**src/rtl/sct_pkg.sv**
```systemverilog
`default_nettype none
package sct_pkg;

  // Telegram framing
  localparam logic [7:0] SYNC_FIRST   = 8'ha5;
  localparam logic [7:0] SYNC_SECOND  = 8'h5a;
  localparam logic [3:0] IDX_BODY     = 4'h2;  // First byte after sync
  localparam logic [3:0] IDX_LAST     = 4'hd;  // Checksum byte index
  localparam int         BODY_BYTES   = 11;    // Bytes 2..12

  // Header byte: telegram_type_code in [7:5], length in [4:0]
  localparam logic [2:0] TYPE_RESPONSE = 3'h4;  // module_response_telegram
  localparam logic [2:0] TYPE_COMMAND  = 3'h5;  // host_command_telegram
  localparam logic [2:0] TYPE_RADIO_TX = 3'h3;  // Radio telegram to transmit
  localparam logic [4:0] LEN_FIELD     = 5'h0b;
  localparam logic [7:0] HDR_RESPONSE  = 8'h8b;

  // Host command opcodes
  localparam logic [7:0] OP_SET_BASE   = 8'h18;
  localparam logic [7:0] OP_RD_BASE    = 8'h58;
  localparam logic [7:0] OP_SET_SENS   = 8'h08;
  localparam logic [7:0] OP_RD_SENS    = 8'h48;
  localparam logic [7:0] OP_RESET      = 8'h0a;
  localparam logic [7:0] OP_RD_VER     = 8'h4b;

  // Response opcodes
  localparam logic [7:0] OP_OK         = 8'h58;
  localparam logic [7:0] OP_ERR        = 8'h19;
  localparam logic [7:0] OP_INF_BASE   = 8'h98;
  localparam logic [7:0] OP_INF_SENS   = 8'h88;
  localparam logic [7:0] OP_INF_VER    = 8'h8c;
  localparam logic [7:0] OP_ERR_TXRNG  = 8'h22;
  localparam logic [7:0] OP_ERR_RANGE  = 8'h1a;

  // Syntax error field codes
  localparam logic [7:0] FIELD_TYPE    = 8'h08;
  localparam logic [7:0] FIELD_LEN     = 8'h09;
  localparam logic [7:0] FIELD_SUM     = 8'h0a;
  localparam logic [7:0] FIELD_ORG     = 8'h0b;

  // Sensitivity encoding
  localparam logic [7:0] SENS_LOW      = 8'h00;
  localparam logic [7:0] SENS_HIGH     = 8'h01;

  // Base identifier range and storage
  localparam logic [31:0] BASE_MIN     = 32'hff80_0000;
  localparam logic [31:0] BASE_MAX     = 32'hffff_fffe;
  localparam int          BASE_LSB_W   = 7;
  localparam int          BASE_MSB_W   = 25;
  localparam logic [3:0]  MAX_REWRITES = 4'ha;

  // Response deadline
  localparam longint RESP_TIME_NS  = 5000000;
  localparam longint CLK_PERIOD_NS = 10;

  typedef enum logic [2:0] {
    ST_HUNT  = 3'b000,
    ST_SYNC2 = 3'b001,
    ST_BODY  = 3'b011,
    ST_EXEC  = 3'b010,
    ST_SEND  = 3'b110
  } sct_state_t;

endpackage
`default_nettype wire

```
**src/rtl/sct_handler.sv**
```systemverilog
// How it works
// - Header top bits: 0b100 marks module responses, 0b101 host commands.
// - Host waits for the answer; module answers within 5 ms.
// - Confirmation: two sync bytes, 0x8B, 0x58, nine zero bytes, checksum.
// - Failed operation of a host command is answered with the general error.
// - Set-base command: 0xAB, 0x18, four base bytes MSB first, zeros, checksum.
// - Valid set-base stores upper 25 bits; low seven bits read as zero.
// - Base outside 0xFF80_0000..0xFFFF_FFFE gets range error, no reprogramming.
// - At most ten reprogrammings; further attempts get the general error.
// - Successful reprogramming is answered with the confirmation.
// - Read-base answers 0x8B, 0x98 and the four base bytes MSB first.
// - Set-sensitivity opcode 0x08, first data byte 0x00 low, 0x01 high.
// - Low sensitivity keeps the receiver to nearby transmitters only.
// - A sensitivity change is confirmed with the confirmation telegram.
// - Read-sensitivity answers 0x8B, 0x88 with current value in first byte.
// - Reset command 0x0A resets the controller and sends no answer.
// - Read-version answers 0x8C: four firmware then four interface bytes.
// - Malformed command yields syntax error naming type, length, checksum, origin.
// - Radio telegram with foreign identifier: transmit-range error, not sent.
// - Identifier-range error is 0x8B, 0x1A, nine zero bytes, checksum.
`default_nettype none
module sct_handler #(
  parameter int unsigned RESP_CYCLES = int'(sct_pkg::RESP_TIME_NS / sct_pkg::CLK_PERIOD_NS),
  parameter logic [24:0] BASE_RESET  = 25'h1ff_0000,           // Arbitrary in-range value
  parameter logic [31:0] UNIQUE_ID   = 32'h0123_4567,          // Arbitrary value
  parameter logic [63:0] VERSION     = 64'h0100_0110_0100_0102 // Arbitrary value
) (
  // Clock and reset
  input  wire logic         sys_clk,
  input  wire logic         rst_b,
  // Received bytes from the serial framer
  input  wire logic         rx_valid,
  input  wire logic [7:0]   rx_byte,
  // Bytes to the serial framer
  output logic              tx_valid,
  output logic [7:0]        tx_byte,
  input  wire logic         tx_ready,
  // Radio side
  output logic              rx_sens_high,
  output logic              radio_tx_go,
  output logic [87:0]       radio_tx_tel,
  // Controller and non-volatile store
  output logic              mcu_reset_req,
  output logic              nv_base_wr,
  output logic [24:0]       nv_base,
  output logic              resp_late
);

  localparam int WCW = $clog2(RESP_CYCLES + 1);
  localparam logic [WCW-1:0] WAIT_LIMIT = WCW'(RESP_CYCLES);
  localparam logic [WCW-1:0] WAIT_LAST  = WCW'(RESP_CYCLES - 1);

  typedef struct packed {
    sct_pkg::sct_state_t      state;
    logic [3:0]               idx;
    logic [10:0][7:0]         tel;       // Bytes 2..12, received or to send
    logic [7:0]               sum;
    logic                     chk_bad;
    logic [24:0]              base;
    logic [3:0]               rewrites;
    logic                     sens_high;
    logic                     tx_valid;
    logic [7:0]               tx_byte;
    logic                     mcu_reset;
    logic                     radio_go;
    logic [87:0]              radio_tel;
    logic                     nv_write;
    logic                     late;
    logic [WCW-1:0]           wait_cnt;
  } sct_regs_t;

  sct_regs_t st_ff;
  sct_regs_t nxt_st;

  // Fields of the received telegram
  logic [2:0]  rx_type;
  logic [4:0]  rx_len;
  logic [7:0]  rx_op;
  logic [31:0] rx_base;
  logic [31:0] rx_radio_id;
  logic        base_ok;
  logic        radio_id_ok;
  logic [31:0] cur_base;

  assign rx_type     = st_ff.tel[0][7:5];
  assign rx_len      = st_ff.tel[0][4:0];
  assign rx_op       = st_ff.tel[1];
  assign rx_base     = {st_ff.tel[2], st_ff.tel[3], st_ff.tel[4], st_ff.tel[5]};
  assign rx_radio_id = {st_ff.tel[6], st_ff.tel[7], st_ff.tel[8], st_ff.tel[9]};
  assign cur_base    = {st_ff.base, {sct_pkg::BASE_LSB_W{1'b0}}};
  // Inclusive window; all-ones stays excluded as broadcast
  assign base_ok     = (rx_base >= sct_pkg::BASE_MIN) &&
                       (rx_base <= sct_pkg::BASE_MAX);
  // Own unique identifier or one of the 128 above the base
  assign radio_id_ok = (rx_radio_id == UNIQUE_ID) ||
                       (rx_radio_id[31:sct_pkg::BASE_LSB_W] == st_ff.base);

  // Next-state logic
  always_comb begin
    nxt_st           = st_ff;
    nxt_st.mcu_reset = 1'b0;
    nxt_st.radio_go  = 1'b0;
    nxt_st.nv_write  = 1'b0;
    nxt_st.late      = 1'b0;
    case (st_ff.state)
      sct_pkg::ST_HUNT: begin
        if (rx_valid && rx_byte == sct_pkg::SYNC_FIRST) begin
          nxt_st.state = sct_pkg::ST_SYNC2;
        end
      end
      sct_pkg::ST_SYNC2: begin
        if (rx_valid) begin
          if (rx_byte == sct_pkg::SYNC_SECOND) begin
            nxt_st.state = sct_pkg::ST_BODY;
            nxt_st.idx   = sct_pkg::IDX_BODY;
            nxt_st.sum   = 8'h00;
          end else if (rx_byte != sct_pkg::SYNC_FIRST) begin
            nxt_st.state = sct_pkg::ST_HUNT;
          end
        end
      end
      sct_pkg::ST_BODY: begin
        if (rx_valid) begin
          if (st_ff.idx == sct_pkg::IDX_LAST) begin
            nxt_st.chk_bad = (rx_byte != st_ff.sum);
            nxt_st.state   = sct_pkg::ST_EXEC;
          end else begin
            nxt_st.tel[st_ff.idx - sct_pkg::IDX_BODY] = rx_byte;
            nxt_st.sum = st_ff.sum + rx_byte;
            nxt_st.idx = st_ff.idx + 4'h1;
          end
        end
      end
      sct_pkg::ST_EXEC: begin
        // Answer is built in place; unused bytes stay zero
        nxt_st.tel      = '0;
        nxt_st.tel[0]   = sct_pkg::HDR_RESPONSE;
        nxt_st.tel[1]   = sct_pkg::OP_OK;
        nxt_st.state    = sct_pkg::ST_SEND;
        nxt_st.idx      = 4'h0;
        nxt_st.sum      = 8'h00;
        nxt_st.wait_cnt = '0;
        // Checksum first, then type, length, origin
        if (st_ff.chk_bad) begin
          nxt_st.tel[1] = sct_pkg::FIELD_SUM;
        end else if (rx_type != sct_pkg::TYPE_COMMAND && rx_type != sct_pkg::TYPE_RADIO_TX) begin
          nxt_st.tel[1] = sct_pkg::FIELD_TYPE;
        end else if (rx_len != sct_pkg::LEN_FIELD) begin
          nxt_st.tel[1] = sct_pkg::FIELD_LEN;
        end else if (rx_type == sct_pkg::TYPE_RADIO_TX) begin
          if (radio_id_ok) begin
            nxt_st.radio_go  = 1'b1;
            nxt_st.radio_tel = st_ff.tel;
          end else begin
            nxt_st.tel[1] = sct_pkg::OP_ERR_TXRNG;
          end
        end else begin
          case (rx_op)
            sct_pkg::OP_SET_BASE: begin
              // Limit check first: a spent counter refuses every value
              if (st_ff.rewrites >= sct_pkg::MAX_REWRITES) begin
                nxt_st.tel[1] = sct_pkg::OP_ERR;
              end else if (!base_ok) begin
                nxt_st.tel[1] = sct_pkg::OP_ERR_RANGE;
              end else begin
                nxt_st.base     = rx_base[31:sct_pkg::BASE_LSB_W];
                nxt_st.rewrites = st_ff.rewrites + 4'h1;
                nxt_st.nv_write = 1'b1;
                nxt_st.tel[1]   = sct_pkg::OP_OK;
              end
            end
            sct_pkg::OP_RD_BASE: begin
              nxt_st.tel[1] = sct_pkg::OP_INF_BASE;
              nxt_st.tel[2] = cur_base[31:24];
              nxt_st.tel[3] = cur_base[23:16];
              nxt_st.tel[4] = cur_base[15:8];
              nxt_st.tel[5] = cur_base[7:0];
            end
            sct_pkg::OP_SET_SENS: begin
              if (st_ff.tel[2] == sct_pkg::SENS_LOW) begin
                nxt_st.sens_high = 1'b0;
              end else if (st_ff.tel[2] == sct_pkg::SENS_HIGH) begin
                nxt_st.sens_high = 1'b1;
              end else begin
                nxt_st.tel[1] = sct_pkg::OP_ERR;
              end
            end
            sct_pkg::OP_RD_SENS: begin
              nxt_st.tel[1] = sct_pkg::OP_INF_SENS;
              nxt_st.tel[2] = st_ff.sens_high ? sct_pkg::SENS_HIGH : sct_pkg::SENS_LOW;
            end
            sct_pkg::OP_RESET: begin
              nxt_st.mcu_reset = 1'b1;
              nxt_st.state     = sct_pkg::ST_HUNT;
            end
            sct_pkg::OP_RD_VER: begin
              nxt_st.tel[1] = sct_pkg::OP_INF_VER;
              for (int i = 0; i < 8; i++) begin
                nxt_st.tel[2 + i] = VERSION[63 - 8 * i -: 8];
              end
            end
            default: begin
              nxt_st.tel[1] = sct_pkg::FIELD_ORG;
            end
          endcase
        end
      end
      sct_pkg::ST_SEND: begin
        // Deadline watch until the first byte leaves
        if (st_ff.idx == 4'h0 && st_ff.wait_cnt != WAIT_LIMIT) begin
          nxt_st.wait_cnt = st_ff.wait_cnt + WCW'(1);
          nxt_st.late     = (st_ff.wait_cnt == WAIT_LAST);
        end
        if (!st_ff.tx_valid) begin
          nxt_st.tx_valid = 1'b1;
          if (st_ff.idx == 4'h0) begin
            nxt_st.tx_byte = sct_pkg::SYNC_FIRST;
          end else if (st_ff.idx == 4'h1) begin
            nxt_st.tx_byte = sct_pkg::SYNC_SECOND;
          end else if (st_ff.idx == sct_pkg::IDX_LAST) begin
            nxt_st.tx_byte = st_ff.sum;
          end else begin
            nxt_st.tx_byte = st_ff.tel[st_ff.idx - sct_pkg::IDX_BODY];
            nxt_st.sum     = st_ff.sum + st_ff.tel[st_ff.idx - sct_pkg::IDX_BODY];
          end
        end else if (tx_ready) begin
          nxt_st.tx_valid = 1'b0;
          nxt_st.idx      = st_ff.idx + 4'h1;
          // Commands arriving during the answer are dropped by design
          if (st_ff.idx == sct_pkg::IDX_LAST) begin
            nxt_st.state = sct_pkg::ST_HUNT;
          end
        end
      end
      default: begin
        nxt_st.state = sct_pkg::ST_HUNT;
      end
    endcase
  end

  // State register
  always_ff @(posedge sys_clk or negedge rst_b) begin
    if (!rst_b) begin
      st_ff           <= '0;
      st_ff.state     <= sct_pkg::ST_HUNT;
      st_ff.base      <= BASE_RESET;
      st_ff.sens_high <= 1'b1;
    end else begin
      st_ff <= nxt_st;
    end
  end

  // Outputs straight from the state register
  assign tx_valid      = st_ff.tx_valid;
  assign tx_byte       = st_ff.tx_byte;
  assign rx_sens_high  = st_ff.sens_high;  // Low keeps the radio to near senders
  assign radio_tx_go   = st_ff.radio_go;
  assign radio_tx_tel  = st_ff.radio_tel;
  assign mcu_reset_req = st_ff.mcu_reset;
  assign nv_base_wr    = st_ff.nv_write;
  assign nv_base       = st_ff.base;
  assign resp_late     = st_ff.late;

endmodule
`default_nettype wire

```
**config.mk**
```make
export PLATFORM = sky130hd
export DESIGN_NAME = sct_handler
export DESIGN_NICKNAME = d
export VERILOG_FILES = /design/src/rtl/sct_pkg.sv /design/src/rtl/sct_handler.sv
export SDC_FILE = /design/constraint.sdc
export NUM_CORES = 1
export LEC_CHECK = 0
export BUFFER_PORTS_ARGS = -buffer_cell sky130_fd_sc_hd__buf_2
export CAP_MARGIN = 20
export CELL_PAD_IN_SITES_DETAIL_PLACEMENT = 1
export CELL_PAD_IN_SITES_GLOBAL_PLACEMENT = 1
export CORE_MARGIN = 2
export CORE_UTILIZATION = 30
export DETAILED_ROUTE_END_ITERATION = 8
export PLACE_DENSITY_LB_ADDON = 0.1
export SLEW_MARGIN = 20
export SYNTH_ARGS = -nofsm -noshare
export SYNTH_HDL_FRONTEND = slang
export SYNTH_SLANG_ARGS = --single-unit
```
**constraint.sdc**
```tcl
create_clock -name sys_clk -period 6.25 [get_ports sys_clk]
set_input_delay 1.5625 -clock sys_clk [delete_from_list [all_inputs] [get_ports sys_clk]]
set_output_delay 1.5625 -clock sys_clk [all_outputs]
set_load 0.05 [all_outputs]
```
# Word-level counts from Yosys, hierarchy flattened
# Cells that the tools add are included.
[word_totals]
register_bits = 254
wordCells = 178
input_bits = 12
[op_classes]
n_bitwise = 6
n_lt_le_gt_ge = 5
addsub = 6
eq_ne = 40
reduce_logical = 23
muxes = 72
[op_table]
columns = ["cell", "n"]
rows = [
  ["$mux 91", 4],
  ["$mux 58", 4],
  ["$mux 89", 2],
  ["$pmux 88 s2", 1],
  ["$mux 8", 17],
  ["$mux 104", 1],
  ["$mux 100", 1],
  ["$bwmux 88", 1],
  ["$pmux 24 s2", 1],
  ["$pmux 8 s6", 1],
  ["$mux 7", 6],
  ["$pmux 19 s2", 1],
  ["$bmux 8 s4", 1],
  ["$demux 8 s4", 1],
  ["$eq 32x25->1 const B", 1],
  ["$eq 8x7->1 const B", 4],
  ["$ge 32x32->1 const B", 1],
  ["$le 32x32->1 const B", 1],
  ["$pmux 8 s4", 1],
  ["$mux 3", 10],
  ["$ne 2x2->1 const B", 14],
  ["$mux 26", 1],
  ["$eq 25x25->1", 1],
  ["$pmux 8 s3", 1],
  ["42 further kinds", 75],
]

# Depth between registers and ports, before layout
[logic_depth]
ltp_word = 10
ltp_mapped = 20
mapped_depth_nobuf = 16

# Worst setup path before layout
# No wires, ideal clock.
[synth_path]
kind = "register to register"
start = "register st_ff[248] (netlist name)"
end = "register st_ff[157] (netlist name)"
setup_ns = 0.126
t_arrival_ns = 3.723
synth_period_minus_slack_ns = 3.848
stages_incl_launch_ff = 20
path_buffers = 4
slack_ns = 2.402
path_cell_list = "dfrtp_1 > buf_4 > clkbuf_1 > inv_1 > ha_1 > xor2_1 > buf_2 > buf_2 > a21oi_1 > a22o_1 > ha_1 > inv_1 > fa_1 > nor2b_1 > o21ai_0 > a21boi_0 > o21a_1 > or3_1 > a32oi_1 > a21oi_1"
[synth_via]
elab_chain_len = 9
word_cells_on_any_way = 17
cone_classes = "add/sub: 2; eq/ne: 6; mux: 7; reduce/logical: 2"
[synth_rtl]
columns = ["item", "line", "source"]
rows = [
  ["from (decl)", "sct_handler.sv:72", "sct_regs_t st_ff;"],
  ["from (signal assigned)", "sct_handler.sv:249", "st_ff <= nxt_st;"],
  ["$sub 4x2->4", "sct_handler.sv:224", "nxt_st.sum = st_ff.sum + st_ff.tel[st_ff.idx - sct_pkg::IDX_BODY];"],
  ["$bmux 8 s4", "sct_handler.sv:224", ""],
  ["$mux 8 (implied by the code)", "sct_handler.sv:224", ""],
  ["$add 8x8->8", "sct_handler.sv:224", ""],
  ["$mux 8", "sct_handler.sv:220", "end else if (st_ff.idx == sct_pkg::IDX_LAST) begin"],
  ["$mux 8", "sct_handler.sv:218", "end else if (st_ff.idx == 4'h1) begin"],
  ["$mux 8", "sct_handler.sv:216", "if (st_ff.idx == 4'h0) begin"],
  ["$mux 8", "sct_handler.sv:214", "if (!st_ff.tx_valid) begin"],
  ["$pmux 8 s4", "sct_handler.sv:105", "case (st_ff.state)"],
]
# Several ways; a longest one is shown, not always the timed one. The select of a mux whose other input is x is not followed.
# A chain may end at the register's enable or synchronous reset.

# Final worst setup path
# Ends and elaborated chain as after synthesis.

==> impl_results.md <==
- Clock slew seen by the registers of the worst setup and hold paths: 60 ps
- Final Hold Viols: 0
- Slew Limit Fails: 0
- Cell count after synthesis: 1329
- Initial antenna violation count: 0
- Placer Congestion: 0.819
- Final setup violation count: 0
- Nets: 1363
- Mapped Area: 13400 sq um
- TritonCTS Buffers: 31
- Top area cells in the synthesized netlist: dfrtp_1, buf_4, mux2_2, nand2_1, o21ai_0
- Ys Warns: 0
- GR Util All Layers: 0.204
- Post-synth top flop: dfrtp_1
- Synth Net Count: 1367
- Fill cells: 4965
- Avg WL per Cell: 24.4 um
- CTS tree: done
- Pre-antenna DRT Iters: 5
- Sequential area share after synthesis: 0.474
- IR drop worst, VDD: 0.198 mV
- Area leader, netlist: dfrtp_1
- CTS sink count: 254
- Hold Buf Count CTS: 0
- CP arrival: 4810 ps
- Synth top area share: 0.454
- RSZ-0062 raised after global routing: no
- Layout Area Growth over Synthesis: 10.7%
- Setup Skew: 14.8 ps
- DR vias/cell: 5.25
- # port buffers: 138
- Power per cell area: 306 nW/um^2
- Core area: 44200 sq um
- Antenna Diode Count: 0
- F_max: 229 MHz
- Crit Path Class: reg -> reg
- TNS Setup: 0 ps
- Period utilization: 0.699
- Slew headroom: 0.253
- DIE HEIGHT: 216 um
- Vias: 10.2k
- DRT iter0 DRCs: 714
- Layout cell share with drive strength beyond 1: 0.234
- FF/Latch Area: 6370 sq um
- Post-route ant nets: 0
- Final min period: 4370 ps
- Die X: 216 um
- Worst-Margin Slew: 1120 ps
- Initial Util: 0.304
- Flops & latches, synth: 254
- Largest net degree at the start of global routing: 159
- Max Cap Violations: 0
- Max FO, Critical Path: 29
- GRT overflow: 0
- First-pass GRT wire length: 72.2 mm
- CTS-repair resized insts: 0
- Overall Power: 4.56 mW
- Die area: 46500 sq um
- Crit. End Element: flop
- Clock root buffer: clkbuf_16
- Total Wirelength: 47.4 mm
- Number of global-route vias before repair: 10.6k
- Footprint of the multi-input gates: 5820 sq um
- Clock Path Buffers: 3
- Startpoint types: flop
- Crit path required time: 6690 ps
- Leak: 7.12 nW
- Postcts setup bufs: 0
- Status: finished clean
- Syn_area_per_cell: 10.1 sq um
- IO Pins: 139
- Worst R2R Setup Slack: 1880 ps
- Post-synth EDFFs: 0
- DRC: 0
- Async set-reset flop share out of synthesis: 1.00
- Cell Rows: 77
- Dpl hpwl: 34.0 mm
- Clk Latency, worst-skew pair: 590 ps
- Cell variety after synth: 72
- H-tree depth: 1
- HP Class: reg -> reg
-- critical path, stage by stage, from the launching register on --
cell and delay (ps):
dfrtp_1 320, buf_4 370, inv_1 170, ha_1 610, nor2_1 740, a22o_1 320
ha_1 220, inv_1 70, fa_1 400, nor2b_1 120, o21ai_0 120, a21boi_0 260
o21a_1 150, o21ai_0 70, a32oi_1 190, a21oi_1 90
-- cell usage in the layout, fill, tap and decap left out, drive strengths merged, types with 11 or more instances in the layout --
master	n
dfrtp	244
nand2	158
buf	150
o21ai	108
mux2	85
nand3	72
nor2	71
a21oi	64
clkbuf	45
xnor2	33
nand4	26
ha	24
inv	18
mux4	16
nand2b	16
a31oi	16
and3	14
mux2i	13
nor4	11
or2	11
nor3	11
-- sequential cells by signal (all words and copies together) (netlist names) --
| signal | flops |
|---|---|
| nv_base_wr | 1 |
| rx_radio_id | 32 |
| mcu_reset_req | 1 |
| radio_tx_go | 1 |
| radio_tx_tel | 88 |
| nv_base | 25 |
| st_ff | 47 |
| rx_sens_high | 1 |
| rx_type | 3 |
| tx_valid | 1 |
| resp_late | 1 |
| rx_op | 8 |
| rx_base | 32 |
| rx_len | 5 |
| tx_byte | 8 |
-- path summary, 6_finish.rpt --
kind | from | cells past startpoint | to
min | radio_tx_tel[5] | 1 | radio_tx_tel[5]
min in group asynchronous | rst_b | 1 | radio_tx_tel[49]
max | st_ff[248] | 15 | st_ff[157]
min reg2reg | radio_tx_tel[5] | 1 | radio_tx_tel[5]
max reg2reg | st_ff[248] | 15 | st_ff[157]
max in group asynchronous | rst_b | 2 | st_ff[155]
-- Yosys cell counts (14+ instances only) --
library cell and n:
nand2b_1 16, nor2_1 71, a31oi_1 15, nand3_1 72, a21oi_1 64, nand2_1 158
o21ai_0 104, mux2_2 65, ha_1 24, dfrtp_1 244, mux4_2 16, nand4_1 26
clkbuf_1 35, buf_2 23, xnor2_1 33, buf_4 125, and3_1 14, mux2_1 20
inv_1 17
-- stage by stage --
stage / util / cells / setup WS, ps / cell area, sq um / hold slack (ps)
floorplan: - / 1329 / 2400 / 13400 / 437
global placement: 0.311 / 1884 / 2090 / 13800 / 447
detailed placement: 0.311 / 1884 / 1970 / 13800 / 455
CTS: 0.336 / 1942 / 1950 / 14900 / 470
global route: 0.336 / 1942 / 1520 / 14900 / 481
finish: 0.336 / 1942 / 1880 / 14900 / 465
-- area by class of cell --
type | count | share of cell area
inverters | 17 | 0.00429
well taps | 592 | 0.0498
clock inverters | 13 | 0.0111
clock buffers | 45 | 0.0617
multi-input cells | 871 | 0.391
repair buffers | 150 | 0.0540
flip-flops and latches | 254 | 0.428
-- metal layers --
metal,part of all wire,global-route usage,routed length (um)
met1,0.47,0.287,22200
met2,0.47,0.330,22100
met4,0.020,0.0524,943
met5,0,0,0
met3,0.045,0.0285,2150
-- power by group --
group	switching [mW]	internal [mW]
logic	0.409	0.291
clock network	0.768	1.14
registers	0.209	1.74
total	1.38	3.17
-- cells by family after synthesis --
kind of cell | Yosys count | share of synthesized area
multiplexers | 114 | 0.108
AO/OA/AOI/OAI | 264 | 0.117
buffers and inverters | 204 | 0.0951
flip-flops | 254 | 0.474
AND/OR/NAND/NOR | 427 | 0.155
XOR/XNOR | 40 | 0.0261
adder cells (fa/ha/maj) | 26 | 0.0253
(Power assumes the default switching activity.)
